`config.mk`:
```
export PLATFORM = sky130hd
export DESIGN_NAME = utx_top
export DESIGN_NICKNAME = d
export VERILOG_FILES = /design/src/verilog/utx_pkg.sv /design/src/verilog/utx_baud.sv /design/src/verilog/utx_edge.sv /design/src/verilog/utx_top.sv
export SDC_FILE = /design/constraint.sdc
export NUM_CORES = 1
export LEC_CHECK = 0
export BUFFER_PORTS_ARGS = -buffer_cell sky130_fd_sc_hd__clkbuf_2
export CAP_MARGIN = 40
export CORE_MARGIN = 3
export CORE_UTILIZATION = 35
export DETAILED_ROUTE_END_ITERATION = 6
export PLACE_DENSITY_LB_ADDON = 0.12
export REMOVE_ABC_BUFFERS = 1
export SETUP_SLACK_MARGIN = 0.15
export SYNTH_ARGS = -nofsm -noshare
export SYNTH_HDL_FRONTEND = slang
export SYNTH_SLANG_ARGS = --single-unit
```
`constraint.sdc`:
```
create_clock -name ref_clk -period 3.3 [get_ports ref_clk]
set_input_delay 0.495 -clock ref_clk [delete_from_list [all_inputs] [get_ports ref_clk]]
set_output_delay 0.495 -clock ref_clk [all_outputs]
set_load 0.005 [all_outputs]
```
`src/verilog/utx_pkg.sv`:
```
// Summary of operation
// - enable hands serial output pin to transmitter
// - sync master mode takes over serial clock pin
// - data register write loads buffer, starts sending
// - buffer moves to idle or just-finished shifter
// - shifter sends frame at selected bit rate
// - unused upper data bits ignored below eight
// - empty flag follows transmit buffer occupancy
// - data register write clears empty flag
// - empty request held while flag and enable
// - complete flag sets after frame, buffer empty
// - service acknowledge or written one clears complete
// - complete request raised when flag and enable
// - parity enable inserts parity before stop bits
// - disable waits until shifter and buffer empty
// - disabled transmitter returns pin to port
// - start low, data lsb first, parity, stops high
// - parity is data xor, inverted when odd
// - divisor plus one ticks, divided 16, 8, 2
// - polarity selects serial clock change edge
package utx_pkg;
  localparam int unsigned ADDR_W     = 5;
  localparam int unsigned BAUD_W     = 12;
  localparam logic [4:0]  OFS_STATUS = 5'h00;
  localparam logic [4:0]  OFS_CTRL   = 5'h04;
  localparam logic [4:0]  OFS_FRAME  = 5'h08;
  localparam logic [4:0]  OFS_BAUD   = 5'h0C;
  localparam logic [4:0]  OFS_DATA   = 5'h10;
  localparam int unsigned STA_EMPTY  = 0;
  localparam int unsigned STA_TXC    = 1;
  localparam int unsigned STA_BUSY   = 2;
  localparam int unsigned STA_ACTIVE = 3;
  localparam int unsigned CTL_EN     = 0;
  localparam int unsigned CTL_BEIE   = 1;
  localparam int unsigned CTL_TCIE   = 2;
  localparam int unsigned CTL_NINTH  = 3;
  localparam int unsigned FRM_SIZE   = 0;
  localparam int unsigned FRM_PAR    = 3;
  localparam int unsigned FRM_STOP2  = 5;
  localparam int unsigned FRM_SYNC   = 6;
  localparam int unsigned FRM_POL    = 7;
  localparam int unsigned FRM_DSPD   = 8;
  localparam int unsigned FRM_MSTR   = 9;
  localparam logic [3:0]  RST_CTRL   = 4'h0;
  localparam logic [9:0]  RST_FRAME  = 10'h003;
  localparam logic [11:0] RST_BAUD   = 12'h000;
  localparam logic [3:0]  DIV_NORMAL = 4'hF;
  localparam logic [3:0]  DIV_DOUBLE = 4'h7;
  localparam logic [2:0]  SIZE_NINE  = 3'h7;
  localparam logic [1:0]  RESP_OK    = 2'h0;
  localparam logic [1:0]  RESP_ERR   = 2'h2;

  typedef enum logic [5:0] {
    UTX_IDLE  = 6'h01,
    UTX_WAIT  = 6'h02,
    UTX_START = 6'h04,
    UTX_DATA  = 6'h08,
    UTX_PAR   = 6'h10,
    UTX_STOP  = 6'h20
  } utx_state_t;

  typedef struct packed {
    logic              awvalid;
    logic [ADDR_W-1:0] awaddr;
    logic              wvalid;
    logic [31:0]       wdata;
    logic [3:0]        wstrb;
    logic              bready;
    logic              arvalid;
    logic [ADDR_W-1:0] araddr;
    logic              rready;
  } utx_axi_req_t;

  typedef struct packed {
    logic        awready;
    logic        wready;
    logic        bvalid;
    logic [1:0]  bresp;
    logic        arready;
    logic        rvalid;
    logic [31:0] rdata;
    logic [1:0]  rresp;
  } utx_axi_rsp_t;
endpackage : utx_pkg

```
`src/verilog/utx_baud.sv`:
```
`timescale 1ns/100ps
module utx_baud #(
  parameter int unsigned W = 12
) (
  // clock and reset
  input  wire logic         ref_clk,
  input  wire logic         rst_n,
  // divisor
  input  wire logic [W-1:0] div,
  input  wire logic         load,
  // tick
  output logic              tick
);
  import utx_pkg::*;
  typedef struct packed {
    logic [W-1:0] cnt;
    logic         tick;
  } utx_baud_st_t;
  utx_baud_st_t r;
  utx_baud_st_t next_r;

  if (W < 2 || W > 16) begin : g_chk
    $error("utx_baud: divisor width out of range");
  end

  always_comb begin
    next_r = r;
    next_r.tick = (r.cnt == '0) && !load;
    if (load || r.cnt == '0) begin
      next_r.cnt = div;
    end else begin
      next_r.cnt = r.cnt - 1'b1;
    end
  end

  always_ff @(posedge ref_clk or negedge rst_n) begin
    if (!rst_n) begin
      r <= '0;
    end else begin
      r <= next_r;
    end
  end

  assign tick = r.tick;
endmodule : utx_baud

```
`src/verilog/utx_edge.sv`:
```
`timescale 1ns/100ps
module utx_edge (
  // clock and reset
  input  wire logic ref_clk,
  input  wire logic rst_n,
  // serial clock in
  input  wire logic pin_in,
  // edges
  output logic      rise,
  output logic      fall
);
  import utx_pkg::*;
  typedef struct packed {
    logic [2:0] sh;
    logic       rise;
    logic       fall;
  } utx_edge_st_t;
  utx_edge_st_t r;
  utx_edge_st_t next_r;

  always_comb begin
    next_r = r;
    next_r.sh = {r.sh[1:0], pin_in};
    next_r.rise = r.sh[1] && !r.sh[2];
    next_r.fall = !r.sh[1] && r.sh[2];
  end

  always_ff @(posedge ref_clk or negedge rst_n) begin
    if (!rst_n) begin
      r <= '0;
    end else begin
      r <= next_r;
    end
  end

  assign rise = r.rise;
  assign fall = r.fall;
endmodule : utx_edge

```
`src/verilog/utx_top.sv`:
```
`timescale 1ns/100ps
module utx_top (
  // clock and reset
  input  wire logic                  ref_clk,
  input  wire logic                  rst_n,
  // register bus
  input  wire utx_pkg::utx_axi_req_t axi_req,
  output utx_pkg::utx_axi_rsp_t      axi_rsp,
  // serial output pin
  input  wire logic                  port_out,
  output logic                       serial_out_pin,
  output logic                       serial_out_override,
  // serial clock pin
  input  wire logic                  serial_clock_pin_in,
  output logic                       serial_clock_pin_out,
  output logic                       serial_clock_pin_oe_n,
  // interrupt requests
  input  wire logic                  tx_irq_ack,
  output logic                       buffer_empty_irq,
  output logic                       tx_complete_irq
);
  import utx_pkg::*;

  typedef struct packed {
    utx_state_t        st;
    logic [3:0]        ctl;
    logic [9:0]        frm;
    logic [11:0]       baud;
    logic              baud_load;
    logic [8:0]        buf_d;
    logic              buf_full;
    logic [8:0]        shf;
    logic [3:0]        cnt;
    logic              par;
    logic              line;
    logic              tx_complete_flag;
    logic              active;
    logic [3:0]        pre;
    logic              xck;
    logic              aw_ok;
    logic [ADDR_W-1:0] awa;
    logic              w_ok;
    logic [31:0]       wd;
    logic [3:0]        ws;
    logic              bvalid;
    logic [1:0]        bresp;
    logic              rvalid;
    logic [31:0]       rdata;
    logic [1:0]        rresp;
  } utx_regs_t;

  utx_regs_t   r;
  utx_regs_t   next_r;
  logic        tick;
  logic        xrise;
  logic        xfall;
  logic        wr_go;
  logic        dwr;
  logic        strobe;
  logic        txc_set;
  logic        frame_end;
  logic [31:0] rd;
  logic [1:0]  rresp;

  utx_baud #(
    .W (BAUD_W)
  ) u_baud (
    .ref_clk (ref_clk),
    .rst_n   (rst_n),
    .div     (r.baud),
    .load    (r.baud_load),
    .tick    (tick)
  );

  utx_edge u_edge (
    .ref_clk (ref_clk),
    .rst_n   (rst_n),
    .pin_in  (serial_clock_pin_in),
    .rise    (xrise),
    .fall    (xfall)
  );

  // data bits per character
  function automatic logic [3:0] nbits(input logic [2:0] size);
    logic [3:0] n;
    n = 4'h8;
    if (size == SIZE_NINE) begin
      n = 4'h9;
    end else if (size < 3'h4) begin
      n = {2'h0, size[1:0]} + 4'h5;
    end
    return n;
  endfunction : nbits

  // clear bits above the character size
  function automatic logic [8:0] mask9(input logic [8:0] d, input logic [2:0] size);
    logic [8:0] m;
    m = 9'h1FF >> (4'h9 - nbits(size));
    return d & m;
  endfunction : mask9

  function automatic logic [31:0] wmerge(input logic [31:0] old, input logic [31:0] nw,
                                         input logic [3:0] strb);
    logic [31:0] m;
    m = {{8{strb[3]}}, {8{strb[2]}}, {8{strb[1]}}, {8{strb[0]}}};
    return (old & ~m) | (nw & m);
  endfunction : wmerge

  always_comb begin
    next_r = r;
    next_r.baud_load = 1'b0;
    wr_go = 1'b0;
    dwr = 1'b0;
    strobe = 1'b0;
    txc_set = 1'b0;
    frame_end = 1'b0;
    rd = 32'h0;
    rresp = RESP_OK;

    // write channel capture, either order
    if (axi_req.awvalid && !r.aw_ok) begin
      next_r.aw_ok = 1'b1;
      next_r.awa = axi_req.awaddr;
    end
    if (axi_req.wvalid && !r.w_ok) begin
      next_r.w_ok = 1'b1;
      next_r.wd = axi_req.wdata;
      next_r.ws = axi_req.wstrb;
    end
    if (r.bvalid && axi_req.bready) begin
      next_r.bvalid = 1'b0;
    end
    if (r.aw_ok && r.w_ok && !r.bvalid) begin
      wr_go = 1'b1;
      next_r.aw_ok = 1'b0;
      next_r.w_ok = 1'b0;
      next_r.bvalid = 1'b1;
      next_r.bresp = RESP_OK;
      case (r.awa)
        OFS_STATUS: begin
          if (r.ws[0] && r.wd[STA_TXC]) begin
            next_r.tx_complete_flag = 1'b0;
          end
        end
        OFS_CTRL: begin
          next_r.ctl = 4'(wmerge({28'h0, r.ctl}, r.wd, r.ws));
        end
        OFS_FRAME: begin
          next_r.frm = 10'(wmerge({22'h0, r.frm}, r.wd, r.ws));
        end
        OFS_BAUD: begin
          next_r.baud = 12'(wmerge({20'h0, r.baud}, r.wd, r.ws));
          next_r.baud_load = 1'b1;
        end
        OFS_DATA: begin
          dwr = r.ws[0];
        end
        default: begin
          next_r.bresp = RESP_ERR;
        end
      endcase
    end

    // read channel
    case (axi_req.araddr)
      OFS_STATUS: begin
        rd[STA_EMPTY] = !r.buf_full;
        rd[STA_TXC] = r.tx_complete_flag;
        rd[STA_BUSY] = r.st != UTX_IDLE;
        rd[STA_ACTIVE] = r.active;
      end
      OFS_CTRL: begin
        rd = {28'h0, r.ctl};
      end
      OFS_FRAME: begin
        rd = {22'h0, r.frm};
      end
      OFS_BAUD: begin
        rd = {20'h0, r.baud};
      end
      OFS_DATA: begin
        rd = {23'h0, r.buf_d};
      end
      default: begin
        rresp = RESP_ERR;
      end
    endcase
    if (r.rvalid && axi_req.rready) begin
      next_r.rvalid = 1'b0;
    end
    if (axi_req.arvalid && !r.rvalid) begin
      next_r.rvalid = 1'b1;
      next_r.rdata = rd;
      next_r.rresp = rresp;
    end

    // acknowledge before any set, so a set wins
    if (tx_irq_ack) begin
      next_r.tx_complete_flag = 1'b0;
    end

    // stays on while anything is left to send
    if (r.ctl[CTL_EN]) begin
      next_r.active = 1'b1;
    end else if (!r.buf_full && r.st == UTX_IDLE && !dwr) begin
      next_r.active = 1'b0;
    end

    // bit strobe per mode
    if (r.active) begin
      if (!r.frm[FRM_SYNC]) begin
        if (tick) begin
          if (r.pre == (r.frm[FRM_DSPD] ? DIV_DOUBLE : DIV_NORMAL)) begin
            next_r.pre = 4'h0;
            strobe = 1'b1;
          end else begin
            next_r.pre = r.pre + 4'h1;
          end
        end
      end else if (r.frm[FRM_MSTR]) begin
        if (tick) begin
          next_r.xck = !r.xck;
          strobe = r.xck == r.frm[FRM_POL];
        end
      end else begin
        strobe = r.frm[FRM_POL] ? xfall : xrise;
      end
    end

    unique case (r.st)
      UTX_IDLE: begin
        next_r.line = 1'b1;
        if (r.active && r.buf_full) begin
          next_r.shf = r.buf_d;
          next_r.par = ^r.buf_d ^ r.frm[FRM_PAR];
          next_r.buf_full = 1'b0;
          next_r.st = UTX_WAIT;
        end
      end
      UTX_WAIT: begin
        if (strobe) begin
          next_r.line = 1'b0;
          next_r.st = UTX_START;
        end
      end
      UTX_START: begin
        if (strobe) begin
          next_r.line = r.shf[0];
          next_r.shf = r.shf >> 1;
          next_r.cnt = 4'h1;
          next_r.st = UTX_DATA;
        end
      end
      UTX_DATA: begin
        if (strobe) begin
          next_r.cnt = 4'h0;
          if (r.cnt != nbits(r.frm[FRM_SIZE +: 3])) begin
            next_r.line = r.shf[0];
            next_r.shf = r.shf >> 1;
            next_r.cnt = r.cnt + 4'h1;
          end else if (r.frm[FRM_PAR + 1]) begin
            next_r.line = r.par;
            next_r.st = UTX_PAR;
          end else begin
            next_r.line = 1'b1;
            next_r.st = UTX_STOP;
          end
        end
      end
      UTX_PAR: begin
        if (strobe) begin
          next_r.line = 1'b1;
          next_r.st = UTX_STOP;
        end
      end
      UTX_STOP: begin
        if (strobe) begin
          if (r.cnt == 4'h0 && r.frm[FRM_STOP2]) begin
            next_r.cnt = 4'h1;
          end else begin
            frame_end = 1'b1;
            if (r.buf_full) begin
              next_r.shf = r.buf_d;
              next_r.par = ^r.buf_d ^ r.frm[FRM_PAR];
              next_r.buf_full = 1'b0;
              next_r.line = 1'b0;
              next_r.st = UTX_START;
            end else begin
              txc_set = 1'b1;
              next_r.tx_complete_flag = 1'b1;
              next_r.st = UTX_IDLE;
            end
          end
        end
      end
    endcase

    // load after the handoff so a same-cycle write is kept
    if (dwr) begin
      next_r.buf_d = mask9({r.ctl[CTL_NINTH], r.wd[7:0]}, r.frm[FRM_SIZE +: 3]);
      next_r.buf_full = 1'b1;
    end
  end

  always_ff @(posedge ref_clk or negedge rst_n) begin
    if (!rst_n) begin
      r <= '0;
      r.st <= UTX_IDLE;
      r.ctl <= RST_CTRL;
      r.frm <= RST_FRAME;
      r.baud <= RST_BAUD;
      r.line <= 1'b1;
    end else begin
      r <= next_r;
    end
  end

  assign axi_rsp.awready = !r.aw_ok;
  assign axi_rsp.wready = !r.w_ok;
  assign axi_rsp.bvalid = r.bvalid;
  assign axi_rsp.bresp = r.bresp;
  assign axi_rsp.arready = !r.rvalid;
  assign axi_rsp.rvalid = r.rvalid;
  assign axi_rsp.rdata = r.rdata;
  assign axi_rsp.rresp = r.rresp;

  assign serial_out_override = r.active;
  assign serial_out_pin = r.active ? r.line : port_out;
  assign serial_clock_pin_out = r.xck;
  assign serial_clock_pin_oe_n = !(r.active && r.frm[FRM_SYNC] && r.frm[FRM_MSTR]);
  assign buffer_empty_irq = !r.buf_full && r.ctl[CTL_BEIE];
  assign tx_complete_irq = r.tx_complete_flag && r.ctl[CTL_TCIE];
endmodule : utx_top
```
==> results of run 1 <==
## cell type report
class	instances	area, um2
Clock buffer	24	502
Clock inverter	7	91.3
Fill cell	1656	9770
Inverter	16	60.1
Multi-Input combinational cell	406	2760
Sequential cell	120	3010
Tap cell	220	275
Timing Repair Buffer	65	358
## per-stage QoR
stage,hold slack [ns],worst slack [ns],power [mW]
after floorplan,0.199,0.883,3.40
after global placement,0.333,0.698,3.90
after detailed placement,0.345,0.656,3.94
after CTS,0.135,0.647,5.81
after global routing,0.153,0.536,6.12
final,0.114,0.673,5.74
## layout by cell type (no fill, tap or decap), drive strengths merged, types with 7 or more instances in the layout
cell type	instances
nand3	14
nor2	33
mux2	55
buf	8
inv	16
nand3b	7
conb	22
clkbuf	81
mux2i	10
o21ai	38
o31ai	10
nor2b	10
nand2	61
a31oi	7
xnor2	18
a22o	10
nor3	11
a21oi	22
dfrtp	116
ha	10
## metal layers
metal  GRT usage (%)  share of wire (%)  up-vias
li1                -                  -     2086
met1            19.6                 48     2078
met2            23.4                 47       71
met3            4.04                3.5        6
met4            5.46                1.3        0
met5               0                  0        -
## power by group
group	internal, mW	leakage (nW)	total, mW	switching, mW
combinational	0.763	1.38	1.52	0.760
sequential	1.90	1.55	2.38	0.483
clock	1.20	0.292	1.83	0.630
total	3.86	3.22	5.74	1.87
## worst paths after layout
path / endpoint
setup / recovery: r[145]$_DFFE_PN0P_
hold / removal: r[143]$_DFFE_PN0P_
setup reg to reg: r[145]$_DFFE_PN0P_
hold reg to reg: u_edge.next_r[4]$_DFF_PN0_
max in group asynchronous: r[140]$_DFFE_PN1P_
min in group ref_clk: u_edge.next_r[3]$_DFF_PN0_
## cells by family after synthesis
group           after synthesis  synth area share (%)
xor+xnor                     23                  3.30
mux                          68                  12.9
flops                       120                  49.3
compound gates              109                  11.6
other cells                   1                0.0614
fa+ha+maj                    10                  2.05
buf+inv                      72                  6.83
simple gates                174                  14.0
## worst reg2reg max path, stage by stage, from the launching register on
cell and delay (ns):
dfstp_2 0.41, ha_1 0.26, or3b_1 0.38, a211o_1 0.33, a31oi_4 0.27, nor2_2 0.12
or3_1 0.51, o31ai_2 0.26
==> summary.md, run 1 <==
| Metric | Value |
|---|---|
| Status | finished clean |
| Die Footprint | 19100 um2 |
| Routed wire per std cell | 16.0 um |
| Count leader, synth | dfrtp_1 |
| Power density cells | 813 nW/um2 |
| Top cells by area, synth | dfrtp_1 48%, mux2_2 10%, buf_4 4.7% |
| DR iter-0 viols | 168 |
| Sequential area share after synthesis | 49.3% |
| Core Area | 16800 um2 |
| Slew margin rel. | 48.7% |
| Setup TNS | 0 ns |
| Vias per cell | 4.94 |
| Largest net degree at the start of global routing | 51 |
| Asr flop ratio synth | 100% |
| R2R Setup Slk | 0.67 ns |
| Setup bufs post-CTS | 0 |
| Crit share post-route | 79.6% |
| Ratio of cells with drive above 1 in the final layout | 25.4% |
| Via count | 4241 |
| Post-DP Area | 6460 um2 |
| HPWL Detailed | 10.3 mm |
| CTS root buf | clkbuf_16 |
| CTS resizes | 0 |
| Worst setup SP type | flip-flop |
| Total grt overflow | 0 |
| CTS sink cnt | 120 |
| Yosys Warn Count | 0 |
| Pleak | 3.22 nW |
| Worst Path Arrival | 2.95 ns |
| IO Port Bufs | 58 |
| Primary FF master, synth | dfrtp_1 |
| Area of the mapped netlist | 6100 um2 |
| Die W | 138 um |
| Final hold vios | 0 |
| First-pass GRT wire length | 22.7 mm |
| Critical Path Fanout Max | 9 |
| Area grow syn2layout | 15.5% |
| H-tree level count | 4 |
| Peak supply drop | 0.000374 V |
| Post-route DRC | 0 |
| Worst r2r path cells | 7 |
| # diodes | 0 |
| Worst stage delay on the critical path | 0.51 ns |
| Slew @ Worst Pin | 0.767 ns |
| Clock latency on the worst-skew pair | 0.42 ns |
| Post-DRT Antenna Nets | 0 |
| Synth Area per Inst | 10.6 um2 |
| Crit path buf inv count | 0 |
| RSZ-0062 raised after global routing | false |
| Max-slew violations | 0 |
| Synth cell types | 55 |
| Area leader, netlist | dfrtp_1 |
| GRT Util Overall | 14.8% |
| Rows | 47 |
| Max-cap viol count | 0 |
| Nets | 692 |
| CP required | 3.62 ns |
| Flops & latches, synth | 120 |
| GPL Wtd Cong | 0.841 |
| Delay-heaviest family, CP | simple AND/OR/NAND/NOR gates |
| CTS tree | yes |
| Clock Path Buffers | 2 |
| Crit-path slowest cell | or3_1 |
| Top cell type's share of synthesized area | 47.6% |
| Final instance count without filler cells | 858 |
| Starting Density | 36.3% |
| Clock transition at path regs | 0.05 ns |
| Setup Crit Path Kind | reg -> reg |
| Synth Instances | 577 |
| Vias in the first global route | 4319 |
| Cell Chain, Critical Path | ha_1 > or3b_1 > a211o_1 > a31oi_4 > nor2_2 > or3_1 > o31ai_2 |
| Top cells by count, synth | 116 x dfrtp_1, 61 x nand2_1, 55 x mux2_2 |
| Min cycle time layout | 2.63 ns |
| Setup crit end kind | flip-flop |
| Hold_buf cts | 0 |
| Critical path depth | 7 |
| Placed cells | 827 |
| Final setup viols | 0 |
| Skew final | 0.0208 ns |
| Die Y | 138 um |
| Post-layout util | 41.9% |
| Initial DRT Pass Iterations | 4 |
| Total Wirelength | 13.7 mm |
| EDFF count, synth | 0 |
| Worst Hold Class | in -> async |
| Ports | 103 |
| Max Freq | 0.381 GHz |
| Initial antenna violation count | 0 |
| Total CTS buffers | 17 |
| Final Instance Area | 7050 um2 |
(Power assumes the default switching activity.)
==> run 2, diff against run 1 <==
==> constraint.sdc (replaced) <==
create_clock -name ref_clk -period 2.1 [get_ports ref_clk]
set_input_delay 0.315 -clock ref_clk [delete_from_list [all_inputs] [get_ports ref_clk]]
set_output_delay 0.315 -clock ref_clk [all_outputs]
set_load 0.005 [all_outputs]
==> run 2 against run 1 <==
The run now ends with negative setup slack left. Sequential cell count is the same. Register-to-register slack worse by 0.85 ns. Hold slack got worse by 0.032 ns. Design area up 11%. Sequential share of layout area shrank 4.2 points. Critical path depth increased by 2. Worst setup slack lost 0.85 ns. Critical endpoint is now r[96]$_DFFE_PN0P_. Largest power group unchanged.
==> summary.md, run 2 (synthesis results as in run 1) <==
| Metric | Value |
|---|---|
| Final hold vios | 0 (unchanged) |
| Initial antenna violation count | 0 (unchanged) |
| CTS tree | yes (unchanged) |
| Post-layout util | 46.5% (was 41.9%) |
| Setup crit end kind | flip-flop (unchanged) |
| CTS sink cnt | 120 (unchanged) |
| HPWL Detailed | 11.0 mm (was 10.3 mm) |
| Violated checks | negative setup slack |
| Die W | 138 um (unchanged) |
| Routed wire per std cell | 16.2 um (was 16.0 um) |
| Post-route setup slack | -0.173 ns (was 0.673 ns) |
| # diodes | 0 (unchanged) |
| Post-route DRC | 0 (unchanged) |
| Post-DP Area | 6860 um2 (was 6460 um2) |
| Status | finished, violations left (was finished clean) |
| IO Port Bufs | 58 (unchanged) |
| Worst Path Arrival | 2.56 ns (was 2.95 ns) |
| Crit share post-route | 108% (was 79.6%) |
| Setup TNS | -2.16 ns (was 0 ns) |
| Worst hold slack | 0.0825 ns (was 0.114 ns) |
| DR iter-0 viols | 175 (was 168) |
| Area grow syn2layout | 28.2% (was 15.5%) |
| Max-slew violations | 0 (unchanged) |
| Vias in the first global route | 4653 (was 4319) |
| Cell Chain, Critical Path | buf_6 > ha_4 > nor3_1 > nand2_1 > a31oi_4 > buf_12 > a211o_4 > clkbuf_16 > mux2_2 (was ha_1 > or3b_1 > a211o_1 > a31oi_4 > nor2_2 > or3_1 > o31ai_2) |
| RSZ-0062 raised after global routing | true (was false) |
| Worst r2r path cells | 9 (was 7) |
| Ratio of cells with drive above 1 in the final layout | 36.9% (was 25.4%) |
| Skew final | 0.00849 ns (was 0.0208 ns) |
| Ports | 103 (unchanged) |
| Commonest non-fill, non-tap cell in the layout | dfrtp_1 (unchanged) |
| Worst setup SP type | flip-flop (unchanged) |
| Die Footprint | 19100 um2 (unchanged) |
| H-tree level count | 4 (unchanged) |
| Most frequent cells in the layout | 116 x dfrtp_1, 57 x nand2_1, 57 x clkbuf_2 (was 116 x dfrtp_1, 61 x nand2_1, 57 x clkbuf_2) |
| Total CTS buffers | 17 (unchanged) |
| Final setup viols | 16 (was 0) |
| Starting Density | 36.3% (unchanged) |
| CTS root buf | clkbuf_16 (unchanged) |
| Core Area | 16800 um2 (unchanged) |
| Max-cap viol count | 0 (unchanged) |
| Slew margin rel. | 51.1% (was 48.7%) |
| Clock transition at path regs | 0.06 ns (was 0.05 ns) |
| GRT Util Overall | 15.9% (was 14.8%) |
| Initial DRT Pass Iterations | 5 (was 4) |
| Slew @ Worst Pin | 0.732 ns (was 0.767 ns) |
| Fillers | 1610 (was 1656) |
| Vias per cell | 4.93 (was 4.94) |
| Final Instance Area | 7820 um2 (was 7050 um2) |
| Min cycle time layout | 2.27 ns (was 2.63 ns) |
| Nets | 753 (was 692) |
| First-pass GRT wire length | 24.5 mm (was 22.7 mm) |
| Worst stage delay on the critical path | 0.56 ns (was 0.51 ns) |
| CP required | 2.39 ns (was 3.62 ns) |
| Place WS | -0.400 ns (was 0.656 ns) |
| Rows | 47 (unchanged) |
| Crit-path slowest cell | dfstp_2 (was or3_1) |
| R2R Setup Slk | -0.17 ns (was 0.67 ns) |
| GPL Wtd Cong | 0.845 (was 0.841) |
| Peak supply drop | 0.000666 V (was 0.000374 V) |
| Post-DRT Antenna Nets | 0 (unchanged) |
| Largest net degree at the start of global routing | 55 (was 51) |
| Critical R2R Capture | r[96]$_DFFE_PN0P_ (was r[145]$_DFFE_PN0P_) |
| Multi-input gate area | 2980 um2 (was 2760 um2) |
| HP Start | axi_req[7] |
| Total grt overflow | 0 (unchanged) |
| Worst Hold Class | in -> reg (was in -> async) |
| Die Y | 138 um (unchanged) |
| Via count | 4534 (was 4241) |
| Pleak | 3.58 nW (was 3.22 nW) |
| Max Freq | 0.440 GHz (was 0.381 GHz) |
| Clock latency on the worst-skew pair | 0.41 ns (was 0.42 ns) |
| Clock Path Buffers | 2 (unchanged) |
| Seq. cell area | 3010 um2 (unchanged) |
| Setup Crit Path Kind | reg -> reg (unchanged) |
| Worst hold stages | 2 |
| Critical Path Fanout Max | 6 (was 9) |
| Total Wirelength | 14.9 mm (was 13.7 mm) |
| Power density cells | 1290 nW/um2 (was 813 nW/um2) |
| Hold Path End | axi_rsp[38]$_DFFE_PN0P_ |
## run 2: cell count changes in the layout (fill, tap and decap cells not counted), moves of 4 or more
cell      previous run  this run
o21ai_0             36        27
nand2_1             61        57
nand2_2              0         4
o21ai_2              0         5
ha_1                10         6
clkbuf_8             5         1
o21ai_1              2         6
ha_4                 0         4
buf_4                7        55
buf_6                0         6
## run 2: critical path, delay by kind of cell, from the launching register on
kind | cells | cell delay (ns)
flops | 1 | 0.56
buf+inv | 3 | 0.40
compound gates | 2 | 0.35
mux | 1 | 0.32
simple gates | 2 | 0.31
fa+ha+maj | 1 | 0.21
## run 2: what timing repair did
item | 4_1_cts | 5_1_grt
pin swaps | 10 | 16
cloned | 0 | 2
resized for setup | 33 | 27
setup buffers | 3 | 4
hold endpoints to repair | 32 | 0
endpoints found under the setup margin | 26 | 48
hold buffers | 2 | 0
## run 2: metal layers
metal  GRT usage, %  share of wire (%)
met1           21.9                 48
met3           3.00                3.0
met4           4.89                1.2
met2           25.6                 48
met5              0                  0
## run 2: cell type report
class	instances	area share, %
Clock buffer	18	5.61
Sequential cell	120	38.4
Inverter	16	0.800
Tap cell	220	3.52
Timing Repair Buffer	125	11.4
Multi-Input combinational cell	407	38.1
Clock inverter	13	2.17
## run 2: power by group
| part | leakage, nW | switching [mW] | internal [mW] | total [mW] |
|---|---|---|---|---|
| clock network | 0.289 | 1.10 | 1.90 | 3.01 |
| logic | 1.74 | 1.57 | 1.79 | 3.36 |
| registers | 1.55 | 0.739 | 2.98 | 3.72 |
| total | 3.58 | 3.42 | 6.67 | 10.1 |
## run 2: how the worst max path moves through the flow
stage / start / endpoint / cells after the start
after floorplan: flip-flop / r[145]$_DFFE_PN0P_ / 7
after global placement: flip-flop / r[100]$_DFFE_PN0P_ / 7
after detailed placement: flip-flop / r[99]$_DFFE_PN0P_ / 7
after CTS: flip-flop / r[95]$_DFFE_PN0P_ / 9
after global routing: flip-flop / r[140]$_DFFE_PN1P_ / 10
final: flip-flop / r[96]$_DFFE_PN0P_ / 9
## run 2: through the flow
step | total power [mW] | instances
6_report | 10.1 | 919
2_1_floorplan | 5.34 | 542
3_5_place_dp | 6.63 | 877
3_3_place_gp | 6.53 | 877
5_1_grt | 10.7 | 919
4_1_cts | 9.92 | 913
